`config.mk`:
```
export PLATFORM = sky130hd
export DESIGN_NAME = imem_ctrl
export DESIGN_NICKNAME = d
export VERILOG_FILES = /design/src/hdl/imem_ctrl_pkg.sv /design/src/hdl/imem_region_decode.sv /design/src/hdl/imem_victim_select.sv /design/src/hdl/imem_ctrl.sv
export SDC_FILE = /design/constraint.sdc
export NUM_CORES = 2
export LEC_CHECK = 0
export BUFFER_PORTS_ARGS = -buffer_cell sky130_fd_sc_hd__buf_2
export CAP_MARGIN = 5
export CELL_PAD_IN_SITES_DETAIL_PLACEMENT = 0
export CELL_PAD_IN_SITES_GLOBAL_PLACEMENT = 1
export CORE_ASPECT_RATIO = 0.6
export CORE_MARGIN = 5
export CORE_UTILIZATION = 40
export DETAILED_ROUTE_END_ITERATION = 6
export GPL_ROUTABILITY_DRIVEN = 0
export PLACE_DENSITY_LB_ADDON = 0.1
export SLEW_MARGIN = 20
export SYNTH_ARGS = -nofsm -noshare
export SYNTH_HDL_FRONTEND = slang
export SYNTH_HIERARCHICAL = 1
export SYNTH_SLANG_ARGS = --single-unit
```
`constraint.sdc`:
```
create_clock -name clk -period 48.4 [get_ports clk]
set_input_delay 2.42 -clock clk [delete_from_list [all_inputs] [get_ports clk]]
set_output_delay 2.42 -clock clk [all_outputs]
set_load 0.01 [all_outputs]
```
`src/hdl/imem_ctrl_pkg.sv`:
```
// Shared constants, types and carriers of the instruction memory control block
package imem_ctrl_pkg;

	// ==========================================================
	// Register map and control field layout
	localparam int unsigned REG_AW = 8;
	localparam logic [7:0] OFS_CTRL = 8'h00;
	localparam logic [7:0] OFS_STAT = 8'h04;
	localparam logic [7:0] OFS_CLR  = 8'h08;
	localparam logic [7:0] OFS_IEN  = 8'h0C;
	localparam int unsigned BIT_PAGE_EN = 1;
	localparam int unsigned BIT_CRES    = 2;
	localparam int unsigned BIT_LOCK_LO = 3;
	localparam int unsigned BIT_LPRST   = 13;
	localparam logic [31:0] CTRL_RESET = 32'h0000_0000;
	localparam logic [31:0] CTRL_WMASK = 32'h0000_207E;

	// ==========================================================
	// Interrupt events
	localparam int unsigned NUM_EV    = 3;
	localparam int unsigned EV_FETCH  = 0;
	localparam int unsigned EV_DATA   = 1;
	localparam int unsigned EV_NOVICT = 2;

	// ==========================================================
	// Cache geometry
	localparam int unsigned NUM_SETS = 32;
	localparam int unsigned NUM_WAYS = 4;
	localparam int unsigned SET_LO   = 5;
	localparam int unsigned SET_HI   = 9;

	// ==========================================================
	// Address map, upper bound exclusive
	localparam logic [31:0] ISRAM_LO = 32'hFFA0_0000;
	localparam logic [31:0] ISRAM_HI = 32'hFFA1_0000;
	localparam logic [31:0] IBANK_LO = 32'hFFA1_0000;
	localparam logic [31:0] IBANK_HI = 32'hFFA1_4000;
	localparam logic [31:0] ISPC_HI  = 32'hFFB0_0000;
	localparam logic [31:0] DATA_LO  = 32'hFF80_0000;
	localparam logic [31:0] MMR_LO   = 32'hFFC0_0000;

	typedef enum logic [2:0] {
		RG_EXT   = 3'h0,
		RG_ISRAM = 3'h1,
		RG_IBANK = 3'h3,
		RG_UNPOP = 3'h2,
		RG_DATA  = 3'h6,
		RG_MMR   = 3'h7
	} region_e;

	// Bank organisation, Gray along SRAM -> cache -> locked
	typedef enum logic [1:0] {
		MODE_SRAM   = 2'h0,
		MODE_CACHE  = 2'h1,
		MODE_LOCKED = 2'h3
	} mode_e;

	typedef struct packed {
		logic       valid;
		logic       prio;
		logic [1:0] age;
	} line_s;

	typedef struct packed {
		logic        valid;
		logic [31:0] addr;
		logic        pageHit;
		logic        pageCacheable;
	} fetch_req_s;

	typedef struct packed {
		logic cacheable;
		logic exception;
	} fetch_resp_s;

	typedef struct packed {
		logic       valid;
		logic [4:0] set;
		logic       pagePrio;
	} fill_req_s;

	typedef struct packed {
		logic       done;
		logic [1:0] way;
		logic       noVictim;
	} fill_resp_s;

	typedef struct packed {
		logic       valid;
		logic [4:0] set;
		logic [1:0] way;
	} line_op_s;

endpackage

```
`src/hdl/imem_region_decode.sv`:
```
// Address classifier for the instruction memory checks
`timescale 1ns/1ps
`default_nettype none
module imem_region_decode
	import imem_ctrl_pkg::*;
(
	input  wire logic [31:0] addr,
	output region_e          region
);
	// Ordered compare, most specific window first
	always_comb begin
		if (addr >= ISRAM_LO && addr < ISRAM_HI) begin
			region = RG_ISRAM;
		end else if (addr >= IBANK_LO && addr < IBANK_HI) begin
			region = RG_IBANK;
		end else if (addr >= IBANK_HI && addr < ISPC_HI) begin
			region = RG_UNPOP;
		end else if (addr >= DATA_LO && addr < ISRAM_LO) begin
			region = RG_DATA;
		end else if (addr >= MMR_LO) begin
			region = RG_MMR;
		end else begin
			region = RG_EXT;
		end
	end
endmodule
`default_nettype wire

```
`src/hdl/imem_victim_select.sv`:
```
// Replacement way choice for one cache set
`timescale 1ns/1ps
`default_nettype none
module imem_victim_select
	import imem_ctrl_pkg::*;
(
	input  wire line_s [NUM_WAYS-1:0] lines,
	input  wire logic [NUM_WAYS-1:0] lockMask,
	output logic [1:0]           victim,
	output logic                 none
);
	logic [NUM_WAYS-1:0] invalid;
	logic [NUM_WAYS-1:0] cand;
	logic [NUM_WAYS-1:0] lowCand;
	logic [NUM_WAYS-1:0] pool;

	// Per-way candidacy; locked ways never take part
	genvar w;
	generate
		for (w = 0; w < NUM_WAYS; w++) begin : gWay
			assign invalid[w] = ~lines[w].valid & ~lockMask[w];
			assign cand[w]    = ~lockMask[w];
			assign lowCand[w] = cand[w] & ~lines[w].prio;
		end
	endgenerate

	// Invalid way first (lowest index), then low importance, then oldest
	always_comb begin
		logic [1:0] best;
		best   = 2'h0;
		victim = 2'h0;
		pool   = (|lowCand) ? lowCand : cand;
		none   = ~|cand;
		if (|invalid) begin
			for (int i = NUM_WAYS - 1; i >= 0; i--) begin
				if (invalid[i]) begin
					victim = 2'(i);
				end
			end
		end else begin
			for (int i = 0; i < NUM_WAYS; i++) begin
				if (pool[i] && (!pool[best] || lines[i].age > lines[best].age)) begin
					best = 2'(i);
				end
			end
			victim = best;
		end
	end
endmodule
`default_nettype wire

```
`src/hdl/imem_ctrl.sv`:
```
// Level-one instruction memory control: register, checks, cache state
`timescale 1ns/1ps
`default_nettype none
module imem_ctrl
	import imem_ctrl_pkg::*;
(
	input  wire logic              clk,
	input  wire logic              rst,
	input  wire logic [REG_AW-1:0] regAddr,
	input  wire logic [31:0]       regWdata,
	input  wire logic              regWe,
	input  wire logic              regRe,
	output logic [31:0]            regRdata,
	input  wire fetch_req_s        fetchReq,
	output fetch_resp_s            fetchResp,
	input  wire logic              dataValid,
	input  wire logic [31:0]       dataAddr,
	output logic                   dataExc,
	input  wire logic              dmaValid,
	input  wire logic [31:0]       dmaAddr,
	output logic                   dmaAccept,
	output logic                   dmaRefused,
	input  wire fill_req_s         fillReq,
	output fill_resp_s             fillResp,
	input  wire line_op_s          hitReq,
	input  wire line_op_s          flushReq,
	output mode_e                  bankMode,
	output logic                   irq
);

	// ==========================================================
	// State
	typedef struct packed {
		logic [31:0]                        ctrl;
		logic [NUM_EV-1:0]                  status;
		logic [NUM_EV-1:0]                  irqEn;
		logic [31:0]                        rdata;
		fetch_resp_s                        fetchResp;
		logic                               dataExc;
		logic                               dmaAccept;
		logic                               dmaRefused;
		fill_resp_s                         fillResp;
		line_s [NUM_SETS-1:0][NUM_WAYS-1:0] lines;
	} state_s;

	state_s st_q;
	state_s st_d;

	// ==========================================================
	// Field views of the control register
	logic       pageEn;
	logic       cacheRes;
	logic       lprst;
	logic [3:0] lockBits;

	assign pageEn   = st_q.ctrl[BIT_PAGE_EN];
	assign cacheRes = st_q.ctrl[BIT_CRES];
	assign lprst    = st_q.ctrl[BIT_LPRST];
	assign lockBits = st_q.ctrl[BIT_LOCK_LO +: NUM_WAYS];

	// ==========================================================
	// Address classification
	region_e fetchRegion;
	region_e dataRegion;
	region_e dmaRegion;

	imem_region_decode uFetchDec (
		.addr   (fetchReq.addr),
		.region (fetchRegion)
	);

	imem_region_decode uDataDec (
		.addr   (dataAddr),
		.region (dataRegion)
	);

	imem_region_decode uDmaDec (
		.addr   (dmaAddr),
		.region (dmaRegion)
	);

	// ==========================================================
	// Victim choice for the set being filled
	logic [1:0] victimWay;
	logic       victimNone;

	imem_victim_select uVictim (
		.lines    (st_q.lines[fillReq.set]),
		.lockMask (lockBits),
		.victim   (victimWay),
		.none     (victimNone)
	);

	// ==========================================================
	// Bank organisation as seen by the fill and fetch paths
	always_comb begin
		if (!cacheRes) begin
			bankMode = MODE_SRAM;
		end else if (|lockBits) begin
			bankMode = MODE_LOCKED;
		end else begin
			bankMode = MODE_CACHE;
		end
	end

	// ==========================================================
	// Fetch checks
	logic fetchBadSpace;
	logic fetchExc;
	logic fetchCache;

	// Minimal checking always runs, page lookup adds to it
	assign fetchBadSpace = (fetchRegion == RG_UNPOP) ||
	                       (fetchRegion == RG_DATA)  ||
	                       (fetchRegion == RG_MMR);
	// Bank is no fetch target once it is reserved as cache
	assign fetchExc = fetchReq.valid &&
	                  (fetchBadSpace ||
	                   (cacheRes && fetchRegion == RG_IBANK) ||
	                   (pageEn && !fetchReq.pageHit));
	// Reserving the bank alone does not cache anything
	assign fetchCache = fetchReq.valid && !fetchExc && cacheRes &&
	                    pageEn && fetchReq.pageCacheable &&
	                    (fetchRegion == RG_EXT);

	// ==========================================================
	// Data-side and DMA checks
	logic dataInInstr;
	logic dmaOk;

	// Data pointers never reach the instruction SRAM or the bank
	assign dataInInstr = (dataRegion == RG_ISRAM) ||
	                     (dataRegion == RG_IBANK);
	// DMA may write SRAM only, and the bank only while it is SRAM
	assign dmaOk = (dmaRegion == RG_ISRAM) ||
	               (dmaRegion == RG_IBANK && !cacheRes);

	// ==========================================================
	// Register write decode
	logic ctrlWr;
	logic clrWr;
	logic ienWr;

	assign ctrlWr = regWe && (regAddr == OFS_CTRL);
	assign clrWr  = regWe && (regAddr == OFS_CLR);
	assign ienWr  = regWe && (regAddr == OFS_IEN);

	// ==========================================================
	// Request qualifiers shared by answers and events
	logic       hitOn;
	logic       fillOn;
	logic       dataFault;
	logic       dmaTake;
	logic       dmaDeny;
	logic [1:0] ageTop;

	// Hits and fills mean nothing while the bank is plain memory
	assign hitOn     = hitReq.valid && cacheRes;
	assign fillOn    = fillReq.valid && cacheRes;

	// One expression feeds both the answer pulse and the sticky bit
	assign dataFault = dataValid && dataInInstr;

	// Exactly one DMA answer per attempt
	assign dmaTake   = dmaValid && dmaOk;
	assign dmaDeny   = dmaValid && !dmaOk;

	// Oldest age a line can reach, one step per way
	assign ageTop    = 2'(NUM_WAYS - 1);

	// ==========================================================
	// Register read selection
	logic [31:0] rdMux;

	// Status and enable sit in the low bits, the rest reads zero
	// Clear register is write-only, so reading it returns zero
	always_comb begin
		unique case (regAddr)
			OFS_CTRL: rdMux = st_q.ctrl;
			OFS_STAT: rdMux = {29'h0000_0000, st_q.status};
			OFS_IEN:  rdMux = {29'h0000_0000, st_q.irqEn};
			default:  rdMux = 32'h0000_0000;
		endcase
	end

	// ==========================================================
	// Per-way ageing for the hit set
	logic [NUM_WAYS-1:0][1:0] hitAge;
	logic [1:0]               hitOld;
	genvar                    gw;

	// Age the hit way had before this hit
	assign hitOld = st_q.lines[hitReq.set][hitReq.way].age;

	// A hit makes its way newest and pushes only the younger ones back
	generate
		for (gw = 0; gw < NUM_WAYS; gw++) begin : gHitAge
			assign hitAge[gw] = (gw == hitReq.way) ? 2'h0 :
			                    (st_q.lines[hitReq.set][gw].age < hitOld) ?
			                    st_q.lines[hitReq.set][gw].age + 2'h1 :
			                    st_q.lines[hitReq.set][gw].age;
		end
	endgenerate

	// ==========================================================
	// Per-way ageing for the set being filled
	logic [NUM_WAYS-1:0][1:0] fillBase;
	logic [NUM_WAYS-1:0][1:0] fillAge;
	logic [1:0]               fillOld;

	// An unused victim counts as oldest, so every other way below the top age ages
	assign fillOld = st_q.lines[fillReq.set][victimWay].valid ?
	                 st_q.lines[fillReq.set][victimWay].age : ageTop;

	// A same-set hit in this cycle is taken in before the fill ages the set
	generate
		for (gw = 0; gw < NUM_WAYS; gw++) begin : gFillAge
			assign fillBase[gw] = (hitOn && hitReq.set == fillReq.set) ?
			                      hitAge[gw] : st_q.lines[fillReq.set][gw].age;
			assign fillAge[gw]  = (gw == victimWay) ? 2'h0 :
			                      (st_q.lines[fillReq.set][gw].age < fillOld &&
			                       fillBase[gw] != ageTop) ?
			                      fillBase[gw] + 2'h1 : fillBase[gw];
		end
	endgenerate

	// ==========================================================
	// Next-state logic
	always_comb begin
		logic [NUM_EV-1:0] events;
		st_d   = st_q;
		events = '0;

		// Control register, reserved bits held at zero
		if (ctrlWr) begin
			st_d.ctrl = regWdata & CTRL_WMASK;
		end
		if (ienWr) begin
			st_d.irqEn = regWdata[NUM_EV-1:0];
		end

		// Read data stands one cycle after the strobe only
		st_d.rdata = regRe ? rdMux : 32'h0000_0000;

		// Per-request answers, one cycle after the request
		st_d.fetchResp.exception = fetchExc;
		st_d.fetchResp.cacheable = fetchCache;
		st_d.dataExc             = dataFault;
		st_d.dmaAccept           = dmaTake;
		st_d.dmaRefused          = dmaDeny;
		st_d.fillResp            = '0;

		// Hit: move the way to most recent, age the younger ones
		if (hitOn) begin
			for (int w = 0; w < NUM_WAYS; w++) begin
				st_d.lines[hitReq.set][w].age = hitAge[w];
			end
		end

		// Line fill into the chosen victim way
		if (fillOn) begin
			if (victimNone) begin
				st_d.fillResp.noVictim = 1'b1;
				events[EV_NOVICT]      = 1'b1;
			end else begin
				// Victim becomes newest, the rest age from the prepared view
				for (int w = 0; w < NUM_WAYS; w++) begin
					st_d.lines[fillReq.set][w].age = fillAge[w];
				end
				st_d.lines[fillReq.set][victimWay].valid = 1'b1;
				// Priority recorded only outside priority reset
				st_d.lines[fillReq.set][victimWay].prio =
					fillReq.pagePrio && !lprst;
				st_d.fillResp.done = 1'b1;
				st_d.fillResp.way  = victimWay;
			end
		end

		// Flush ignores locks; locking only guards replacement
		if (flushReq.valid) begin
			st_d.lines[flushReq.set][flushReq.way].valid = 1'b0;
			st_d.lines[flushReq.set][flushReq.way].prio  = 1'b0;
		end

		// Priority reset is a level: held, it keeps every line low
		if (lprst) begin
			for (int s = 0; s < NUM_SETS; s++) begin
				for (int w = 0; w < NUM_WAYS; w++) begin
					st_d.lines[s][w].prio = 1'b0;
				end
			end
		end

		// Sticky events; a new event beats a same-cycle clear
		events[EV_FETCH] = fetchExc;
		events[EV_DATA]  = dataFault;
		if (clrWr) begin
			st_d.status = st_q.status & ~regWdata[NUM_EV-1:0];
		end
		st_d.status = st_d.status | events;
	end

	// ==========================================================
	// Single register stage, all on the core clock
	always_ff @(posedge clk or posedge rst) begin
		if (rst) begin
			st_q       <= '0;
			st_q.ctrl  <= CTRL_RESET;
		end else begin
			st_q <= st_d;
		end
	end

	// ==========================================================
	// Outputs
	assign regRdata   = st_q.rdata;
	assign fetchResp  = st_q.fetchResp;
	assign dataExc    = st_q.dataExc;
	assign dmaAccept  = st_q.dmaAccept;
	assign dmaRefused = st_q.dmaRefused;
	assign fillResp   = st_q.fillResp;
	assign irq        = |(st_q.status & st_q.irqEn); // Level, held until cleared or its enable bit is written to zero

endmodule
`default_nettype wire

```
==> metrics.json <==
{
  "setup_path": {
    "worst-r2r-cell-count": 32,
    "critical_path.slowest_cell": "sky130_fd_sc_hd__mux2i_1",
    "regToRegSetupSlack_ps": 38440,
    "worst-setup-path-type": "in2reg",
    "cpPeakStageDelay_ps": 770,
    "setup_crit_end_kind": "register",
    "crit-reg2reg-capture": "st_q[80]",
    "critical_path.reg2reg.startpoint": "st_q[433]",
    "arrival_ps": 13170,
    "worst_ep_required_time_ps": 48960,
    "crit_path_max_fanout": 81,
    "crit_buf_inv": 5,
    "critical-path-top-delay-family": "compound AO/OA/AOI/OAI gates",
    "cp-start-kind": "primary input"
  },
  "floorplan": {
    "floorplan.initialDensity_pct": 40.23,
    "die_area_mm2": 0.08765,
    "die_w_um": 378.9,
    "io_pins": 212,
    "design.core.area_mm2": 0.08118,
    "fp-row-count": 81,
    "die_height_um": 231.3
  },
  "power": {
    "finalPower_mw": 1.041,
    "cellPowerDensity_mw_per_mm2": 29.12,
    "worst_ir_drop_vdd_v": 0.00003075,
    "p_leak_nw": 15.01
  },
  "placement": {
    "place_hpwl_um": 106800,
    "placement.setup.worst_slack_ps": 35520,
    "placed_cells_incl_taps": 4517,
    "place.port_buffers": 121
  },
  "grt": {
    "grt.overflow.total": 0,
    "antenna_found_initial": 7,
    "track_usage_pct": 33.66,
    "grt_max_degree": 151,
    "vias_in_the_first_global_route": 28530,
    "grt_first_pass_wirelength_um": 214100
  },
  "sta": {
    "report.final.slew_viol_count": 0,
    "portion_of_the_clock_cycle_consumed_by_the_worst_path_in_the_final_layout_pct": 26.05,
    "final.min_clock_period_ps": 12610,
    "hold_viol": 0,
    "setup-tns-final_ps": 0,
    "worst_slew_margin_relative_to_its_limit_pct": 17.36,
    "setup_slack_ps": 35790,
    "tightest_slew_ps": 1235,
    "setup_violations": 0,
    "hold_slack_ps": 495.1,
    "finalClockSkew_ps": 26.89,
    "rsz0062_at_grt": "no",
    "maxClockFrequency_mhz": 79.30
  },
  "drt": {
    "first_iter_violations": 4766,
    "ant_nets": 0,
    "wl_um": 151600,
    "post_drt_via_cell_ratio": 6.667,
    "drc_errors": 6,
    "wl_per_cell_um": 32.83,
    "routed-via-count": 30790,
    "drt_pass1_iterations": 7
  },
  "finish": {
    "num-nets-final": 3682,
    "syn_to_final_growth_pct": 9.466,
    "fillers": 7814,
    "fraction_of_layout_instances_using_a_drive_strength_above_1_pct": 13.40,
    "final_cell_count_no_fill": 4618
  },
  "clocking": {
    "cts-hold-fix-buffers": 0,
    "cts_max_path_buffers": 3,
    "clock_sink_count": 542,
    "htree_levels": 2,
    "cts-root-buf": "sky130_fd_sc_hd__clkbuf_16",
    "cts_post_setup_buffers_inserted": 0,
    "clkLatencyLatePin_ps": 670,
    "cts-resized-gates": 0,
    "post_cts_clock_slew_at_the_launch_and_capture_registers_of_the_worst_setup_and_hold_paths_ps": 60,
    "cts-buffers-inserted": 56,
    "cts_tree": "yes"
  },
  "run": {
    "drv_cap": 0
  },
  "synthesis": {
    "gate_count_after_technology_mapping": 3557,
    "synth_warnings": 6,
    "synth_area_per_cell_um2": 9.182,
    "mappedNetlistArea_mm2": 0.03266
  },
  "run_status": {
    "run_status": "finished with violations",
    "violations": "design-rule violations"
  },
  "worst_hold_path": {
    "timing.hold.worst_endpoint": "st_q[127]",
    "hold_path.class": "reg2reg",
    "hold-path-cell-count": 2,
    "holdCritStartpoint": "st_q[127]"
  }
}
==> worst reg2reg max path, delay by kind of cell, from the launching register on <==
kind	cells	cell delay (ps)
flops	1	400
mux	3	1170
simple gates	7	2320
xor+xnor	1	340
buf+inv	4	1060
fa+ha+maj	4	1190
compound gates	13	3380
==> placed cells by master, fill, tap and decap left out, drive strengths merged, types with 30 or more instances in the layout <==
cell / count
a211oi: 122
a21oi: 307
a221oi: 37
a22oi: 45
a31oi: 32
buf: 207
clkbuf: 81
dfrtp: 542
mux2i: 293
mux4: 99
nand2: 339
nand3: 88
nor2: 473
nor3: 176
nor4: 31
o21ai: 146
o22ai: 151
o31ai: 30
==> where the power goes <==
group | internal [mW] | total (mW) | switching [mW]
Combinational | 0.0298 | 0.116 | 0.0858
Clock | 0.253 | 0.460 | 0.207
Sequential | 0.460 | 0.466 | 0.00655
Total | 0.742 | 1.04 | 0.299
==> per-layer routing <==
metal	wire length (µm)	track usage, %
met1	66590	50.39
met2	56680	42.43
met3	25250	17.96
met4	3065	6.249
met5	25	0
==> per-stage QoR <==
step	util [%]	cell area (µm²)
after floorplan	-	32750
after global placement	41.72	33870
after detailed placement	41.75	33900
after CTS	44.01	35730
after global routing	44.04	35750
final	44.04	35750
==> worst max-delay path by stage <==
stage | start | to | slack (ps) | depth (start not counted)
after floorplan | rst | cacheRes | 30830 | 1
after global placement | fillReq[1] | st_q[225] | 35560 | 31
after detailed placement | fillReq[1] | st_q[80] | 35520 | 33
after CTS | fillReq[1] | st_q[80] | 36180 | 33
after global routing | fillReq[2] | st_q[80] | 35480 | 34
final | fillReq[2] | st_q[80] | 35790 | 34
==> sequential cells by signal, indices dropped and copies added (netlist names), 2 cells and up <==
signal     flops
lockBits       4
fetchResp      2
st_q         518
regRdata       8
fillResp       4
==> layout make-up <==
cell class / instances / area (µm²) / share of cell area [%]
diodes: 2 / 5.005 / 0.01400
clock buffers: 81 / 1615 / 4.518
clock inverters: 18 / 220.2 / 0.6159
inverters: 24 / 97.59 / 0.2730
multi-input cells: 2665 / 17580 / 49.17
flip-flops and latches: 542 / 13570 / 37.95
well taps: 1079 / 1350 / 3.776
repair buffers: 207 / 1318 / 3.685
(Power assumes the default switching activity.)
